[config.mk]
export PLATFORM = sky130hd
export DESIGN_NAME = pdmcap_top
export DESIGN_NICKNAME = d
export VERILOG_FILES = /design/src/pdmcap_pkg.sv /design/src/pdmcap_decim.sv /design/src/pdmcap_top.sv
export SDC_FILE = /design/constraint.sdc
export NUM_CORES = 1
export LEC_CHECK = 0
export ABC_AREA = 1
export ABC_CLOCK_PERIOD_IN_PS = 7800
export BUFFER_PORTS_ARGS = -buffer_cell sky130_fd_sc_hd__buf_2
export CAP_MARGIN = 30
export CORE_AREA = 4 4 203 205
export CTS_CLUSTER_DIAMETER = 150
export CTS_CLUSTER_SIZE = 25
export DETAILED_ROUTE_END_ITERATION = 12
export DIE_AREA = 0 0 207 209
export PLACE_DENSITY = 0.78
export SLEW_MARGIN = 15
export SYNTH_ARGS = -nofsm -noshare
export SYNTH_HDL_FRONTEND = slang
export SYNTH_HIERARCHICAL = 1
export SYNTH_SLANG_ARGS = --single-unit
[constraint.sdc]
create_clock -name clk_i -period 7.8 [get_ports clk_i]
set_input_delay 0.78 -clock clk_i [delete_from_list [all_inputs] [get_ports clk_i]]
set_output_delay 0.78 -clock clk_i [all_outputs]
set_load 0.01 [all_outputs]
[src/pdmcap_pkg.sv]
// Shared constants and carrier types for the microphone capture block
package pdmcap_pkg;

  // ==========================================================
  // Register offsets (byte addresses)
  localparam logic [11:0] OFF_TASK_START  = 12'h000;
  localparam logic [11:0] OFF_TASK_STOP   = 12'h004;
  localparam logic [11:0] OFF_EVT_STARTED = 12'h100;
  localparam logic [11:0] OFF_EVT_STOPPED = 12'h104;
  localparam logic [11:0] OFF_EVT_END     = 12'h108;
  localparam logic [11:0] OFF_CLK_CTRL    = 12'h504;
  localparam logic [11:0] OFF_MODE        = 12'h508;
  localparam logic [11:0] OFF_PTR         = 12'h560;
  localparam logic [11:0] OFF_MAXCNT      = 12'h564;
  localparam logic [11:0] OFF_STATUS      = 12'h600;

  // ==========================================================
  // Field positions and widths
  localparam int          MODE_MONO_BIT = 0;
  localparam int          MODE_SWAP_BIT = 1;
  localparam int          BIT_CLOCK_FREQUENCY_FIELD_W        = 8;
  localparam int          MAXCNT_W      = 15;

  // ==========================================================
  // Reset values
  localparam logic [7:0]  RST_BIT_CLOCK_FREQUENCY_FIELD      = 8'h31;
  localparam logic [1:0]  RST_MODE      = 2'h0;
  localparam logic [31:0] RST_PTR       = 32'h0000_0000;
  localparam logic [14:0] RST_MAXCNT    = 15'h0000;

  // ==========================================================
  // Filter figures
  localparam int          DEC_RATIO     = 64;
  localparam int          PCM_W         = 16;

  // ==========================================================
  // Carriers
  typedef struct packed {
    logic [31:0] addr;
    logic [31:0] data;
  } pdmcap_dma_t;

  typedef struct packed {
    logic swap;
    logic mono;
  } pdmcap_mode_t;

endpackage : pdmcap_pkg

[src/pdmcap_decim.sv]
// Second-order CIC decimator turning one density bitstream into PCM
`timescale 1ns/100ps
module pdmcap_decim #(
  parameter int RATIO = pdmcap_pkg::DEC_RATIO,
  parameter int OUT_W = pdmcap_pkg::PCM_W
) (
  // Clock and control
  input  wire logic             clk_i,
  input  wire logic             rst_i,
  input  wire logic             ce_i,
  input  wire logic             clear_i,
  // Bit input
  input  wire logic             bit_vld_i,
  input  wire logic             bit_i,
  // Sample output
  output logic                  pcm_vld_o,
  output logic [OUT_W-1:0]      pcm_o
);
  localparam int AW = 2 * $clog2(RATIO) + 2;
  localparam int CW = $clog2(RATIO);

  logic [AW-1:0] int1_q, int2_q, dly1_q, dly2_q;
  logic [CW-1:0] cnt_q;
  logic [AW-1:0] comb1, comb2, centred;
  logic          last;

  // ==========================================================
  // Comb stage, evaluated once per decimation period
  assign last    = (cnt_q == CW'(RATIO - 1));
  assign comb1   = int2_q - dly1_q;
  assign comb2   = comb1 - dly2_q;
  // Full-scale ones gives RATIO^2; centre it on zero
  assign centred = comb2 - AW'(RATIO * RATIO / 2);

  always_ff @(posedge clk_i) begin
    if (rst_i || (ce_i && clear_i)) begin
      int1_q    <= '0;
      int2_q    <= '0;
      dly1_q    <= '0;
      dly2_q    <= '0;
      cnt_q     <= '0;
      pcm_vld_o <= 1'b0;
      pcm_o     <= '0;
    end else if (ce_i) begin
      pcm_vld_o <= 1'b0;
      if (bit_vld_i) begin
        int1_q <= int1_q + AW'(bit_i);
        int2_q <= int2_q + int1_q;
        cnt_q  <= cnt_q + CW'(1);
        if (last) begin
          dly1_q    <= int2_q;
          dly2_q    <= comb1;
          pcm_vld_o <= 1'b1;
          // Positive full scale would wrap, so clamp it
          if (comb2 >= AW'(RATIO * RATIO))
            pcm_o <= {1'b0, {(OUT_W-1){1'b1}}};
          else
            pcm_o <= OUT_W'(centred << (OUT_W - 2 * CW));
        end
      end
    end
  end

endmodule : pdmcap_decim

[src/pdmcap_top.sv]
// Microphone capture: bit clock, edge split, decimation, DMA writer, registers
`timescale 1ns/100ps

// Summary of operation
// - Drive bit clock, accept mono or stereo
// - Two microphones share one data line
// - Output 16-bit PCM at 16 kHz
// - Frequency field sets bit clock rate
// - Bit clock is clean divider of source
// - Default left on falling, right rising
// - Swap setting reverses capture edges
// - Own filter per channel, down-sampled
// - DMA writes samples into one buffer
// - Stereo alternates left/right; mono left only
// - Start task runs, stop task ends
// - Stop cuts bit clock at once, then halted
// - Halted only after final DMA write
// - One sample pair per 64 periods
// - Pointer double-buffered after buffer-begun
// - Full raises end, continues, begun again
// - Little endian, left low, right high
module pdmcap_top (
  // Clock, reset, enable
  input  wire logic                     clk_i,
  input  wire logic                     rst_i,
  input  wire logic                     ce_i,
  // Wishbone slave
  input  wire logic                     wb_cyc_i,
  input  wire logic                     wb_stb_i,
  input  wire logic                     wb_we_i,
  input  wire logic [11:0]              wb_adr_i,
  input  wire logic [3:0]               wb_sel_i,
  input  wire logic [31:0]              wb_dat_i,
  output logic      [31:0]              wb_dat_o,
  output logic                          wb_ack_o,
  // Microphone pins
  output logic                          mic_bit_clock_o,
  input  wire logic                     mic_data_i,
  // DMA write port
  output logic                          dma_req_o,
  output pdmcap_pkg::pdmcap_dma_t       dma_o,
  input  wire logic                     dma_ack_i,
  // Event pulses
  output logic                          evt_started_o,
  output logic                          evt_end_o,
  output logic                          evt_stopped_o
);

  // ==========================================================
  // Declarations
  typedef enum logic [1:0] {ST_IDLE, ST_RUN, ST_DRAIN} pdmcap_state_t;

  pdmcap_state_t state_q, state_d;

  logic [pdmcap_pkg::BIT_CLOCK_FREQUENCY_FIELD_W-1:0]   bit_clock_frequency_field_q, div_q;
  logic [pdmcap_pkg::MAXCNT_W-1:0] maxcnt_q, cnt_q;
  pdmcap_pkg::pdmcap_mode_t        mode_q, run_mode_q;
  logic [31:0]                     ptr_q, cur_ptr_q;
  logic                            ev_started_q, ev_stopped_q, ev_end_q;
  logic                            sync1_q, sync2_q;
  logic                            half_q;
  logic [15:0]                     left_q, right_q, mono_lo_q;
  logic                            left_rdy_q, right_rdy_q, mono_half_q;

  localparam pdmcap_pkg::pdmcap_mode_t RST_MODE_T = pdmcap_pkg::RST_MODE;

  function automatic logic [31:0] merge_sel(input logic [31:0] old_v,
                                            input logic [31:0] new_v,
                                            input logic [3:0]  sel);
    logic [31:0] r;
    r = old_v;
    for (int i = 0; i < 4; i++)
      if (sel[i]) r[8*i +: 8] = new_v[8*i +: 8];
    return r;
  endfunction : merge_sel

  // ==========================================================
  // Bus decode
  wire        bus_req   = wb_cyc_i && wb_stb_i;
  wire        wr_now    = bus_req && wb_we_i && wb_ack_o;
  wire        wr_start  = wr_now && (wb_adr_i == pdmcap_pkg::OFF_TASK_START) && wb_dat_i[0];
  wire        wr_stop   = wr_now && (wb_adr_i == pdmcap_pkg::OFF_TASK_STOP) && wb_dat_i[0];
  wire        wr_ev_st  = wr_now && (wb_adr_i == pdmcap_pkg::OFF_EVT_STARTED);
  wire        wr_ev_sp  = wr_now && (wb_adr_i == pdmcap_pkg::OFF_EVT_STOPPED);
  wire        wr_ev_end = wr_now && (wb_adr_i == pdmcap_pkg::OFF_EVT_END);
  wire        wr_bit_clock_frequency_field   = wr_now && (wb_adr_i == pdmcap_pkg::OFF_CLK_CTRL);
  wire        wr_mode   = wr_now && (wb_adr_i == pdmcap_pkg::OFF_MODE);
  wire        wr_ptr    = wr_now && (wb_adr_i == pdmcap_pkg::OFF_PTR);
  wire        wr_maxcnt = wr_now && (wb_adr_i == pdmcap_pkg::OFF_MAXCNT);
  wire [31:0] wdat_bit_clock_frequency_field = merge_sel(32'(bit_clock_frequency_field_q), wb_dat_i, wb_sel_i);
  wire [31:0] wdat_mode = merge_sel(32'(mode_q), wb_dat_i, wb_sel_i);
  wire [31:0] wdat_ptr  = merge_sel(ptr_q, wb_dat_i, wb_sel_i);
  wire [31:0] wdat_max  = merge_sel(32'(maxcnt_q), wb_dat_i, wb_sel_i);

  logic [31:0] rd_mux;
  always_comb begin
    case (wb_adr_i)
      pdmcap_pkg::OFF_EVT_STARTED: rd_mux = 32'(ev_started_q);
      pdmcap_pkg::OFF_EVT_STOPPED: rd_mux = 32'(ev_stopped_q);
      pdmcap_pkg::OFF_EVT_END:     rd_mux = 32'(ev_end_q);
      pdmcap_pkg::OFF_CLK_CTRL:    rd_mux = 32'(bit_clock_frequency_field_q);
      pdmcap_pkg::OFF_MODE:        rd_mux = 32'(mode_q);
      pdmcap_pkg::OFF_PTR:         rd_mux = ptr_q;
      pdmcap_pkg::OFF_MAXCNT:      rd_mux = 32'(maxcnt_q);
      pdmcap_pkg::OFF_STATUS:      rd_mux = {29'h0, dma_req_o, state_q != ST_IDLE,
                                             state_q == ST_DRAIN};
      default:                     rd_mux = 32'h0000_0000;
    endcase
  end

  // ==========================================================
  // Wishbone answer: one wait state, ack one cycle
  always_ff @(posedge clk_i) begin
    if (rst_i) begin
      wb_ack_o <= 1'b0;
      wb_dat_o <= 32'h0000_0000;
    end else if (ce_i) begin
      wb_ack_o <= bus_req && !wb_ack_o;
      wb_dat_o <= rd_mux;
    end
  end

  // ==========================================================
  // Configuration registers
  always_ff @(posedge clk_i) begin
    if (rst_i) begin
      bit_clock_frequency_field_q   <= pdmcap_pkg::RST_BIT_CLOCK_FREQUENCY_FIELD;
      mode_q   <= pdmcap_pkg::RST_MODE;
      ptr_q    <= pdmcap_pkg::RST_PTR;
      maxcnt_q <= pdmcap_pkg::RST_MAXCNT;
    end else if (ce_i) begin
      // Zero would wrap the divider compare to a 256-cycle half period, so keep at least one
      if (wr_bit_clock_frequency_field)
        bit_clock_frequency_field_q <= (wdat_bit_clock_frequency_field[7:0] == 8'h00) ? 8'h01 : wdat_bit_clock_frequency_field[7:0];
      if (wr_mode)
        mode_q <= wdat_mode[1:0];
      if (wr_ptr)
        ptr_q <= wdat_ptr;
      if (wr_maxcnt)
        maxcnt_q <= wdat_max[pdmcap_pkg::MAXCNT_W-1:0];
    end
  end

  // ==========================================================
  // Control state
  wire dma_done = dma_req_o && dma_ack_i;
  wire running  = (state_q == ST_RUN);
  wire word_pend;
  wire halt_now = (state_q == ST_DRAIN) && !dma_req_o && !word_pend;

  always_comb begin
    state_d = state_q;
    case (state_q)
      ST_IDLE:  if (wr_start) state_d = ST_RUN;
      ST_RUN:   if (wr_stop) state_d = ST_DRAIN;
      ST_DRAIN: if (halt_now) state_d = ST_IDLE;
      default:  state_d = ST_IDLE;
    endcase
  end

  always_ff @(posedge clk_i) begin
    if (rst_i)
      state_q <= ST_IDLE;
    else if (ce_i)
      state_q <= state_d;
  end

  // ==========================================================
  // Bit clock divider from the system clock
  // Pure counter off the source edge: no added jitter beyond the source
  wire div_hit = (div_q >= bit_clock_frequency_field_q - 8'h01);
  wire tick    = running && div_hit;
  wire rise    = tick && !mic_bit_clock_o;
  wire fall    = tick && mic_bit_clock_o;

  always_ff @(posedge clk_i) begin
    if (rst_i) begin
      div_q           <= '0;
      mic_bit_clock_o <= 1'b0;
    end else if (ce_i) begin
      if (!running) begin
        div_q           <= '0;
        mic_bit_clock_o <= 1'b0;
      end else if (div_hit) begin
        div_q           <= '0;
        mic_bit_clock_o <= !mic_bit_clock_o;
      end else begin
        div_q <= div_q + 8'h01;
      end
    end
  end

  // ==========================================================
  // Pin synchroniser and edge split
  always_ff @(posedge clk_i) begin
    if (rst_i) begin
      sync1_q <= 1'b0;
      sync2_q <= 1'b0;
    end else if (ce_i) begin
      sync1_q <= mic_data_i;
      sync2_q <= sync1_q;
    end
  end

  // Both microphones drive the one line; edge picks the talker
  wire swap   = run_mode_q.swap;
  wire l_take = swap ? rise : fall;
  wire r_take = swap ? fall : rise;

  // ==========================================================
  // Per-channel decimators, one pair per 64 bit clocks
  wire        l_vld, r_vld;
  wire [15:0] l_pcm, r_pcm;
  wire        restart = wr_start && (state_q == ST_IDLE);

  pdmcap_decim #(.RATIO(pdmcap_pkg::DEC_RATIO), .OUT_W(pdmcap_pkg::PCM_W)) u_left (
    .clk_i     (clk_i),
    .rst_i     (rst_i),
    .ce_i      (ce_i),
    .clear_i   (restart),
    .bit_vld_i (l_take),
    .bit_i     (sync2_q),
    .pcm_vld_o (l_vld),
    .pcm_o     (l_pcm)
  );

  pdmcap_decim #(.RATIO(pdmcap_pkg::DEC_RATIO), .OUT_W(pdmcap_pkg::PCM_W)) u_right (
    .clk_i     (clk_i),
    .rst_i     (rst_i),
    .ce_i      (ce_i),
    .clear_i   (restart),
    .bit_vld_i (r_take),
    .bit_i     (sync2_q),
    .pcm_vld_o (r_vld),
    .pcm_o     (r_pcm)
  );

  // ==========================================================
  // Word assembly
  // Stereo: the channel that lands first waits for its partner of the
  // same period, whichever edge order is set; mono: two lefts per word
  wire        mono       = run_mode_q.mono;
  wire        st_word    = !mono && ((r_vld && left_rdy_q) || (l_vld && right_rdy_q));
  wire        mn_word    = mono && l_vld && mono_half_q;
  wire        word_vld   = running && (st_word || mn_word);
  wire [15:0] l_side     = l_vld ? l_pcm : left_q;
  wire [15:0] r_side     = r_vld ? r_pcm : right_q;
  wire [31:0] word_dat   = mono ? {l_pcm, mono_lo_q} : {r_side, l_side};
  // A filter output still on its way must be written before halting
  assign      word_pend  = l_vld || r_vld;

  always_ff @(posedge clk_i) begin
    if (rst_i) begin
      left_q      <= 16'h0000;
      right_q     <= 16'h0000;
      left_rdy_q  <= 1'b0;
      right_rdy_q <= 1'b0;
      mono_lo_q   <= 16'h0000;
      mono_half_q <= 1'b0;
      run_mode_q  <= RST_MODE_T;
    end else if (ce_i) begin
      if (restart) begin
        run_mode_q  <= mode_q;
        left_rdy_q  <= 1'b0;
        right_rdy_q <= 1'b0;
        mono_half_q <= 1'b0;
      end else if (running) begin
        // Half a pair left at stop is dropped: its partner never comes
        if (!mono && l_vld) begin
          left_q      <= l_pcm;
          left_rdy_q  <= !right_rdy_q;
          right_rdy_q <= 1'b0;
        end else if (!mono && r_vld) begin
          right_q     <= r_pcm;
          right_rdy_q <= !left_rdy_q;
          left_rdy_q  <= 1'b0;
        end
        if (mono && l_vld) begin
          mono_lo_q   <= l_pcm;
          mono_half_q <= !mono_half_q;
        end
      end
    end
  end

  // ==========================================================
  // DMA writer with double-buffered pointer
  // No queue: a word that meets a busy port is dropped, the memory
  // side must accept one word well inside one sample period
  wire [pdmcap_pkg::MAXCNT_W-1:0] cnt_next = cnt_q + 15'h0002;
  wire full  = dma_done && (cnt_q >= maxcnt_q);
  wire take  = (word_vld || ((st_word || mn_word) && state_q == ST_DRAIN)) && !dma_req_o;

  always_ff @(posedge clk_i) begin
    if (rst_i) begin
      dma_req_o <= 1'b0;
      dma_o     <= '0;
      cnt_q     <= '0;
      cur_ptr_q <= 32'h0000_0000;
    end else if (ce_i) begin
      if (restart) begin
        cur_ptr_q <= ptr_q;
        cnt_q     <= '0;
      end else if (take) begin
        dma_req_o  <= 1'b1;
        dma_o.addr <= cur_ptr_q + 32'({cnt_q, 1'b0});
        dma_o.data <= word_dat;
        cnt_q      <= cnt_next;
      end else if (dma_done) begin
        dma_req_o <= 1'b0;
        if (full) begin
          cur_ptr_q <= ptr_q;
          cnt_q     <= '0;
        end
      end
    end
  end

  // ==========================================================
  // Events: hardware set wins over a software clear
  wire set_started = restart || (full && state_q == ST_RUN);
  wire set_stopped = halt_now;

  always_ff @(posedge clk_i) begin
    if (rst_i) begin
      ev_started_q  <= 1'b0;
      ev_stopped_q  <= 1'b0;
      ev_end_q      <= 1'b0;
      evt_started_o <= 1'b0;
      evt_end_o     <= 1'b0;
      evt_stopped_o <= 1'b0;
    end else if (ce_i) begin
      evt_started_o <= set_started;
      evt_end_o     <= full;
      evt_stopped_o <= set_stopped;
      if (set_started)
        ev_started_q <= 1'b1;
      else if (wr_ev_st && !wb_dat_i[0])
        ev_started_q <= 1'b0;
      if (set_stopped)
        ev_stopped_q <= 1'b1;
      else if (wr_ev_sp && !wb_dat_i[0])
        ev_stopped_q <= 1'b0;
      if (full)
        ev_end_q <= 1'b1;
      else if (wr_ev_end && !wb_dat_i[0])
        ev_end_q <= 1'b0;
    end
  end

endmodule : pdmcap_top

## After elaboration in Yosys (flattened, before gate mapping)

Cells that the tools add are included.

- Bits in registers: 432
- Bits of input ports: 56
- Output and inout bits: 102
- Word-level logic and storage cells: 233

- Add/subtract/negate cells: 16
- Magnitude comparators: 4
- Eq/ne operators: 18
- Multiplexer cells: 49
- Bitwise logic cells: 2
- Reduce and logical (&&, ||, !) cells: 95

Operator list:

| cell | count |
|---|---|
| one-hot mux 32 bit (8 select lines) | 1 |
| 2-to-1 mux 32 bit | 5 |
| 2-to-1 mux 16 bit | 4 |
| equality test 12 x 11 -> 1 bit (second input constant) | 5 |
| 2-to-1 mux 15 bit | 4 |
| subtractor 14 bit | 4 |
| AND reduction 3 bit | 14 |
| logical AND 1 bit | 38 |
| equality test 12 x 9 -> 1 bit (second input constant) | 3 |
| adder 32 x 16 -> 32 bit | 1 |
| 2-to-1 mux 8 bit | 4 |
| adder 14 x 1 -> 14 bit | 2 |
| adder 14 bit | 2 |
| >= comparator 14 x 13 -> 1 bit (second input constant) | 2 |
| 2-to-1 mux 1 bit | 27 |
| subtractor 12 bit (second input constant) | 2 |
| nonzero test 2 bit | 9 |
| AND reduction 2 bit | 8 |
| AND reduction 4 bit | 4 |
| adder 15 x 2 -> 15 bit (second input constant) | 1 |
| >= comparator 15 bit | 1 |
| adder 6 x 1 -> 6 bit (second input constant) | 2 |
| equality test 12 x 3 -> 1 bit (second input constant) | 1 |
| equality test 6 bit (second input constant) | 2 |
| 17 further kinds | 38 |

## Depth between registers and ports, before layout

- Word-level depth: 9
- Gate-level depth with buffers: 27
- Gate-level depth less buffers: 27

## Hierarchy

The synthesis kept the hierarchy.

By module, submodules not included:

| module | times used | cells each | area each (µm²) | seq. area each (µm²) |
|---|---|---|---|---|
| pdmcap_top | 1 | 1,981 | 13,685.6 | 5,465.2 |
| pdmcap_decim at u_right | 1 | 702 | 4,902.2 | 1,521.5 |
| pdmcap_decim at u_left | 1 | 673 | 4,812.1 | 1,521.5 |

## Worst setup path after synthesis

No wires, ideal clock.

- Path kind: register to register
- Start point: register u_left.int2_q[0]
- End point: register u_left.pcm_o[10]
- Library setup time: 0.117 ns
- Data arrival time: 3.172 ns
- Data required time: 7.683 ns
- Slack: 4.511 ns
- Cell stages (with the launch flop): 20
- Path through: dfxtp_1 > inv_1 > ha_1 > fa_1 > o21ai_0 > a31oi_1 > nor2_1 > o21ai_0 > nand2_1 > inv_1 > ha_1 > nand2_1 > nor2_1 > nand4_1 > o21ai_1 > nand3_1 > nand3_1 > nand3_2 > nor3_1 > nor2_1

- Word-level cells in the longest chain between the ends: 4

Ends and longest elaborated chain:

| element | RTL line | text |
|---|---|---|
| from (decl) | pdmcap_decim.sv:22 | `logic [AW-1:0] int1_q, int2_q, dly1_q, dly2_q;` |
| from (signal assigned) | pdmcap_decim.sv:48 | `int2_q <= int2_q + int1_q;` |
| subtractor 14 bit | pdmcap_decim.sv:30 | `assign comb1 = int2_q - dly1_q;` |
| named net u_left.comb1[10] | pdmcap_decim.sv:24 | `logic [AW-1:0] comb1, comb2, centred;` |
| subtractor 14 bit | pdmcap_decim.sv:31 | `assign comb2 = comb1 - dly2_q;` |
| >= comparator 14 x 13 -> 1 bit | pdmcap_decim.sv:55 | `if (comb2 >= AW'(RATIO * RATIO))` |
| 2-to-1 mux 16 bit | pdmcap_decim.sv:55 |  |
| to (signal assigned) | pdmcap_decim.sv:56 | `pcm_o <= {1'b0, {(OUT_W-1){1'b1}}};` |
| to (signal assigned) | pdmcap_decim.sv:58 | `pcm_o <= OUT_W'(centred << (OUT_W - 2 * CW));` |
| to (decl) | pdmcap_decim.sv:17 | `output logic [OUT_W-1:0] pcm_o` |

The timed path passes the listed nets, and every way through them passes these cells.
A chain may end at the register's enable or synchronous reset.

## Final worst setup path

- Start point: register bit_clock_frequency_field_q[0] in the netlist's numbering
- End point: register u_left.pcm_o[15]

- Word-level cells in the longest chain between the ends: 6

Ends and longest elaborated chain:

| element | RTL line | text |
|---|---|---|
| from (decl) | pdmcap_top.sv:55 | `logic [pdmcap_pkg::BIT_CLOCK_FREQUENCY_FIELD_W-1:0] bit_clock_frequency_field_q, div_q;` |
| from (signal assigned) | pdmcap_top.sv:127 | `bit_clock_frequency_field_q <= pdmcap_pkg::RST_BIT_CLOCK_FREQUENCY_FIELD;` |
| from (signal assigned) | pdmcap_top.sv:134 | `bit_clock_frequency_field_q <= (wdat_bit_clock_frequency_field[7:0] == 8'h00) ? 8'h01 : wdat_bit_clock_frequen ...` |
| subtractor 8 x 1 -> 8 bit * | pdmcap_top.sv:171 | `wire div_hit = (div_q >= bit_clock_frequency_field_q - 8'h01);` |
| >= comparator 8 bit * | pdmcap_top.sv:171 |  |
| logical AND 1 bit * | pdmcap_top.sv:172 | `wire tick = running && div_hit;` |
| logical AND 1 bit, on equally long branches | pdmcap_top.sv:174, pdmcap_top.sv:173 |  |
| 2-to-1 mux 1 bit * | pdmcap_top.sv:207 | `wire l_take = swap ? rise : fall;` |
| named net l_take | pdmcap_top.sv:207 |  |
| AND reduction 3 bit (no line) * | -- |  |

The timed path passes the listed nets; every way through them passes the cells marked *.

==> run metrics <==
outcome=finished clean; die footprint=approximately 43000 µm²; # H-tree levels=1; TritonCTS clock tree=yes; WP buf/inv=2; storage element area=8510 µm²; clock sinks=425; Async S/R FF share, synth=0; largest net degree at the start of global routing=roughly 90; Max Cap Viol=0; TritonCTS buffer count=20; # diodes=0; Yosys reg bits=425; Die W=207 µm; skew final=0.0126 ns; drt pass-1 iters=6; Max FO, Critical Path=54; IO Count=158; post-route ant nets=0; vias in the first global route=between 20k and 25k; pwr dens=~140 nW/µm²; max-slew violation count=0; Static Leak=11.3 nW; Worst setup SP type=flip-flop; Post-Syn Area=roughly 23000 µm²; total power=3.44 mW; synth top area cells=dfxtp_1, nand2_1, a21oi_1; FMAX=209 MHz; Max Root-Sink Buffers=3; initial drt markers=1355; Setup TNS=0 ns; Most common cell on crit path=nand3_1; Slew HR=0.347; Yosys top cell area share=0.364; worst hold path type=in -> reg; period utilization=0.615; Final #Nets=between 3k and 4k; Routed wire per std cell=15.8 µm; Post-CTS Setup Inserts=0; cell family with most CP delay=simple AND/OR/NAND/NOR gates; Crit path largest cell delay=0.46 ns; CTS root buffer=clkbuf_16; Tmin final=4.79 ns; Resize count post-CTS=0; Initial Util=0.593; Skew-Pair Late Insertion Delay=0.56 ns; fill cell count=3688; Layout area overhead=6.69%; Hold Violations, Final=0; Overflow after GRT=0; Post-synth top flop=dfxtp_1; core area=around 39000 µm²; setup violators final=0; post-synth top area cell=dfxtp_1; WP data required=8.29 ns; hold_buf cts=0; RSZ-0062 raised after global routing=false; DR DRC count=0; DIE HEIGHT=209 µm; Placer Congestion=~0.97; multi-input logic area=12600 µm²; final WL=62000 µm; crit end category=flip-flop; syn nets=approximately 3.5k; post-DP HPWL=between 40000 and 50000 µm; Post-Synthesis Cells=3356; distinct cell type count after synthesis=56; first-pass GRT wire length=between 100000 and 150000 µm; clock-pin slew on the worst setup and hold paths=0.10 ns; Max stage delay cell, worst path=inv_2; YS warnings=6; worst-margin pin slew=0.980 ns; Worst VDD drop=0.138 mV; Total GRT Usage=0.274; worst-path cell chain=inv_1 > ha_1 > nand3_1 > nor3_1 > xor2_1 > ha_1 > nand2_1 > nor2_1 > nand4_1 > nand3_1 > nand3_1 > o21ai_0 > nand2_2 > nor4_2 > nand2_1 > nor2_4 > inv_2 > a21oi_1 > nand4_1 > a21oi_1; Avg Cell Area, Syn=6.97 µm²; FP Rows=73; sequential element share of the synthesized area=0.364; I/O Buffers=157; Worst Path Arrival=5.29 ns; number of synthesized flops with an enable pin=0; Via Count=21.9k; via-per-instance ratio=5.56; CP Class=reg -> reg; layout cell share with drive strength beyond 1=0.0821; antenna violations before repair=0
-- state kept, by name, summed over array words and instances (netlist names), 6 cells and up --
register / cells
right_q: 16
u_right/dly1_q: 14
ptr_q: 32
dma_o: 64
left_q: 16
cur_ptr_q: 32
u_right/int1_q: 14
div_q: 8
u_right/int2_q: 14
u_right/cnt_q: 6
cnt_q: 14
u_left/int2_q: 14
u_left/dly2_q: 14
wb_dat_o: 32
maxcnt_q: 15
u_left/cnt_q: 6
u_right/pcm_o: 13
mono_lo_q: 16
u_left/dly1_q: 14
bit_clock_frequency_field_q: 8
u_left/pcm_o: 13
u_right/dly2_q: 14
u_left/int1_q: 14
-- final timing paths --
| path | start | to | slack (ns) | depth (start not counted) |
|---|---|---|---|---|
| worst min-delay path | wb_dat_i[24] | ptr_q[24] | 0.44 | 2 |
| worst min register to register | right_q[14] | right_q[14] | 0.46 | 2 |
| worst max-delay path | bit_clock_frequency_field_q[0] | u_left/pcm_o[15] | 3.01 | 20 |
| worst max register to register | bit_clock_frequency_field_q[0] | u_left/pcm_o[15] | 3.01 | 20 |
-- stage by stage --
| stage | std cells | worst slack [ns] | hold WS [ns] | utilization | area (µm²) |
|---|---|---|---|---|---|
| 2_1_floorplan | 3356 | 4.51 | 0.429 | - | 23400 |
| 5_1_grt | 3934 | 2.51 | 0.420 | 0.633 | 25000 |
| 6_report | 3934 | 3.01 | 0.437 | 0.633 | 25000 |
| 3_5_place_dp | 3911 | 3.04 | 0.446 | 0.618 | 24400 |
| 4_1_cts | 3932 | 2.98 | 0.418 | 0.632 | 24900 |
| 3_3_place_gp | 3905 | 3.22 | 0.439 | 0.615 | 24300 |
-- cell usage after synthesis, drive strengths merged (3+ instances only) --
cell / n
o21bai: 11
nor3b: 5
a21boi: 5
a31oi: 11
ha: 123
xor2: 53
nand2: 680
nor4: 4
o21ai: 321
a21oi: 394
nand4: 49
nor3: 55
clkinv: 3
buf: 58
nand3: 185
fa: 6
o21a: 27
or2: 4
nor2: 305
clkbuf: 84
o211ai: 43
a21o: 5
nand3b: 12
xnor2: 32
inv: 444
o221ai: 3
dfxtp: 425
-- logic make-up (layout without fill, tap and decap cells) --
logic type	after synthesis	in the layout	share of synthesized area
adder cells (fa/ha/maj)	129	129	0.0709
flip-flops	425	425	0.364
buffers and inverters	589	642	0.0997
AO/OA/AOI/OAI	825	825	0.188
XOR/XNOR	85	85	0.0321
AND/OR/NAND/NOR	1303	1303	0.246
-- layout by cell type, fill, tap and decap left out, types with 15 or more instances in the layout --
| master | n |
|---|---|
| a21oi_1 | 392 |
| buf_2 | 156 |
| clkbuf_16 | 21 |
| dfxtp_1 | 425 |
| ha_1 | 123 |
| inv_1 | 429 |
| nand2_1 | 667 |
| nand3_1 | 173 |
| nand4_1 | 47 |
| nor2_1 | 280 |
| nor2_2 | 15 |
| nor3_1 | 48 |
| o211ai_1 | 43 |
| o21a_1 | 27 |
| o21ai_0 | 300 |
| o21ai_1 | 21 |
| xnor2_1 | 31 |
| xor2_1 | 53 |
-- routing by layer --
| metal | part of all wire | global-route usage | vias up |
|---|---|---|---|
| met1 | 0.42 | 0.329 | 10200 |
| met4 | 0.028 | 0.0809 | 0 |
| met2 | 0.51 | 0.520 | 442 |
| li1 | - | - | 11100 |
| met5 | 0 | 0 | - |
| met3 | 0.039 | 0.0258 | 110 |
-- power breakdown --
group | switching [mW] | leakage [nW] | internal (mW) | total [mW]
clock | 0.690 | 0.259 | 0.483 | 1.17
combinational | 0.0717 | 7.66 | 0.0259 | 0.0977
sequential | 0.00153 | 3.42 | 2.17 | 2.17
total | 0.763 | 11.3 | 2.68 | 3.44
-- final cells by class --
| type | instances | share of cell area |
|---|---|---|
| multi-input cells | 2342 | 0.504 |
| flip-flops and latches | 425 | 0.341 |
| inverters | 447 | 0.0673 |
| repair buffers | 174 | 0.0407 |
| well taps | 525 | 0.0263 |
| clock buffers | 21 | 0.0210 |
(Power assumes the default switching activity.)
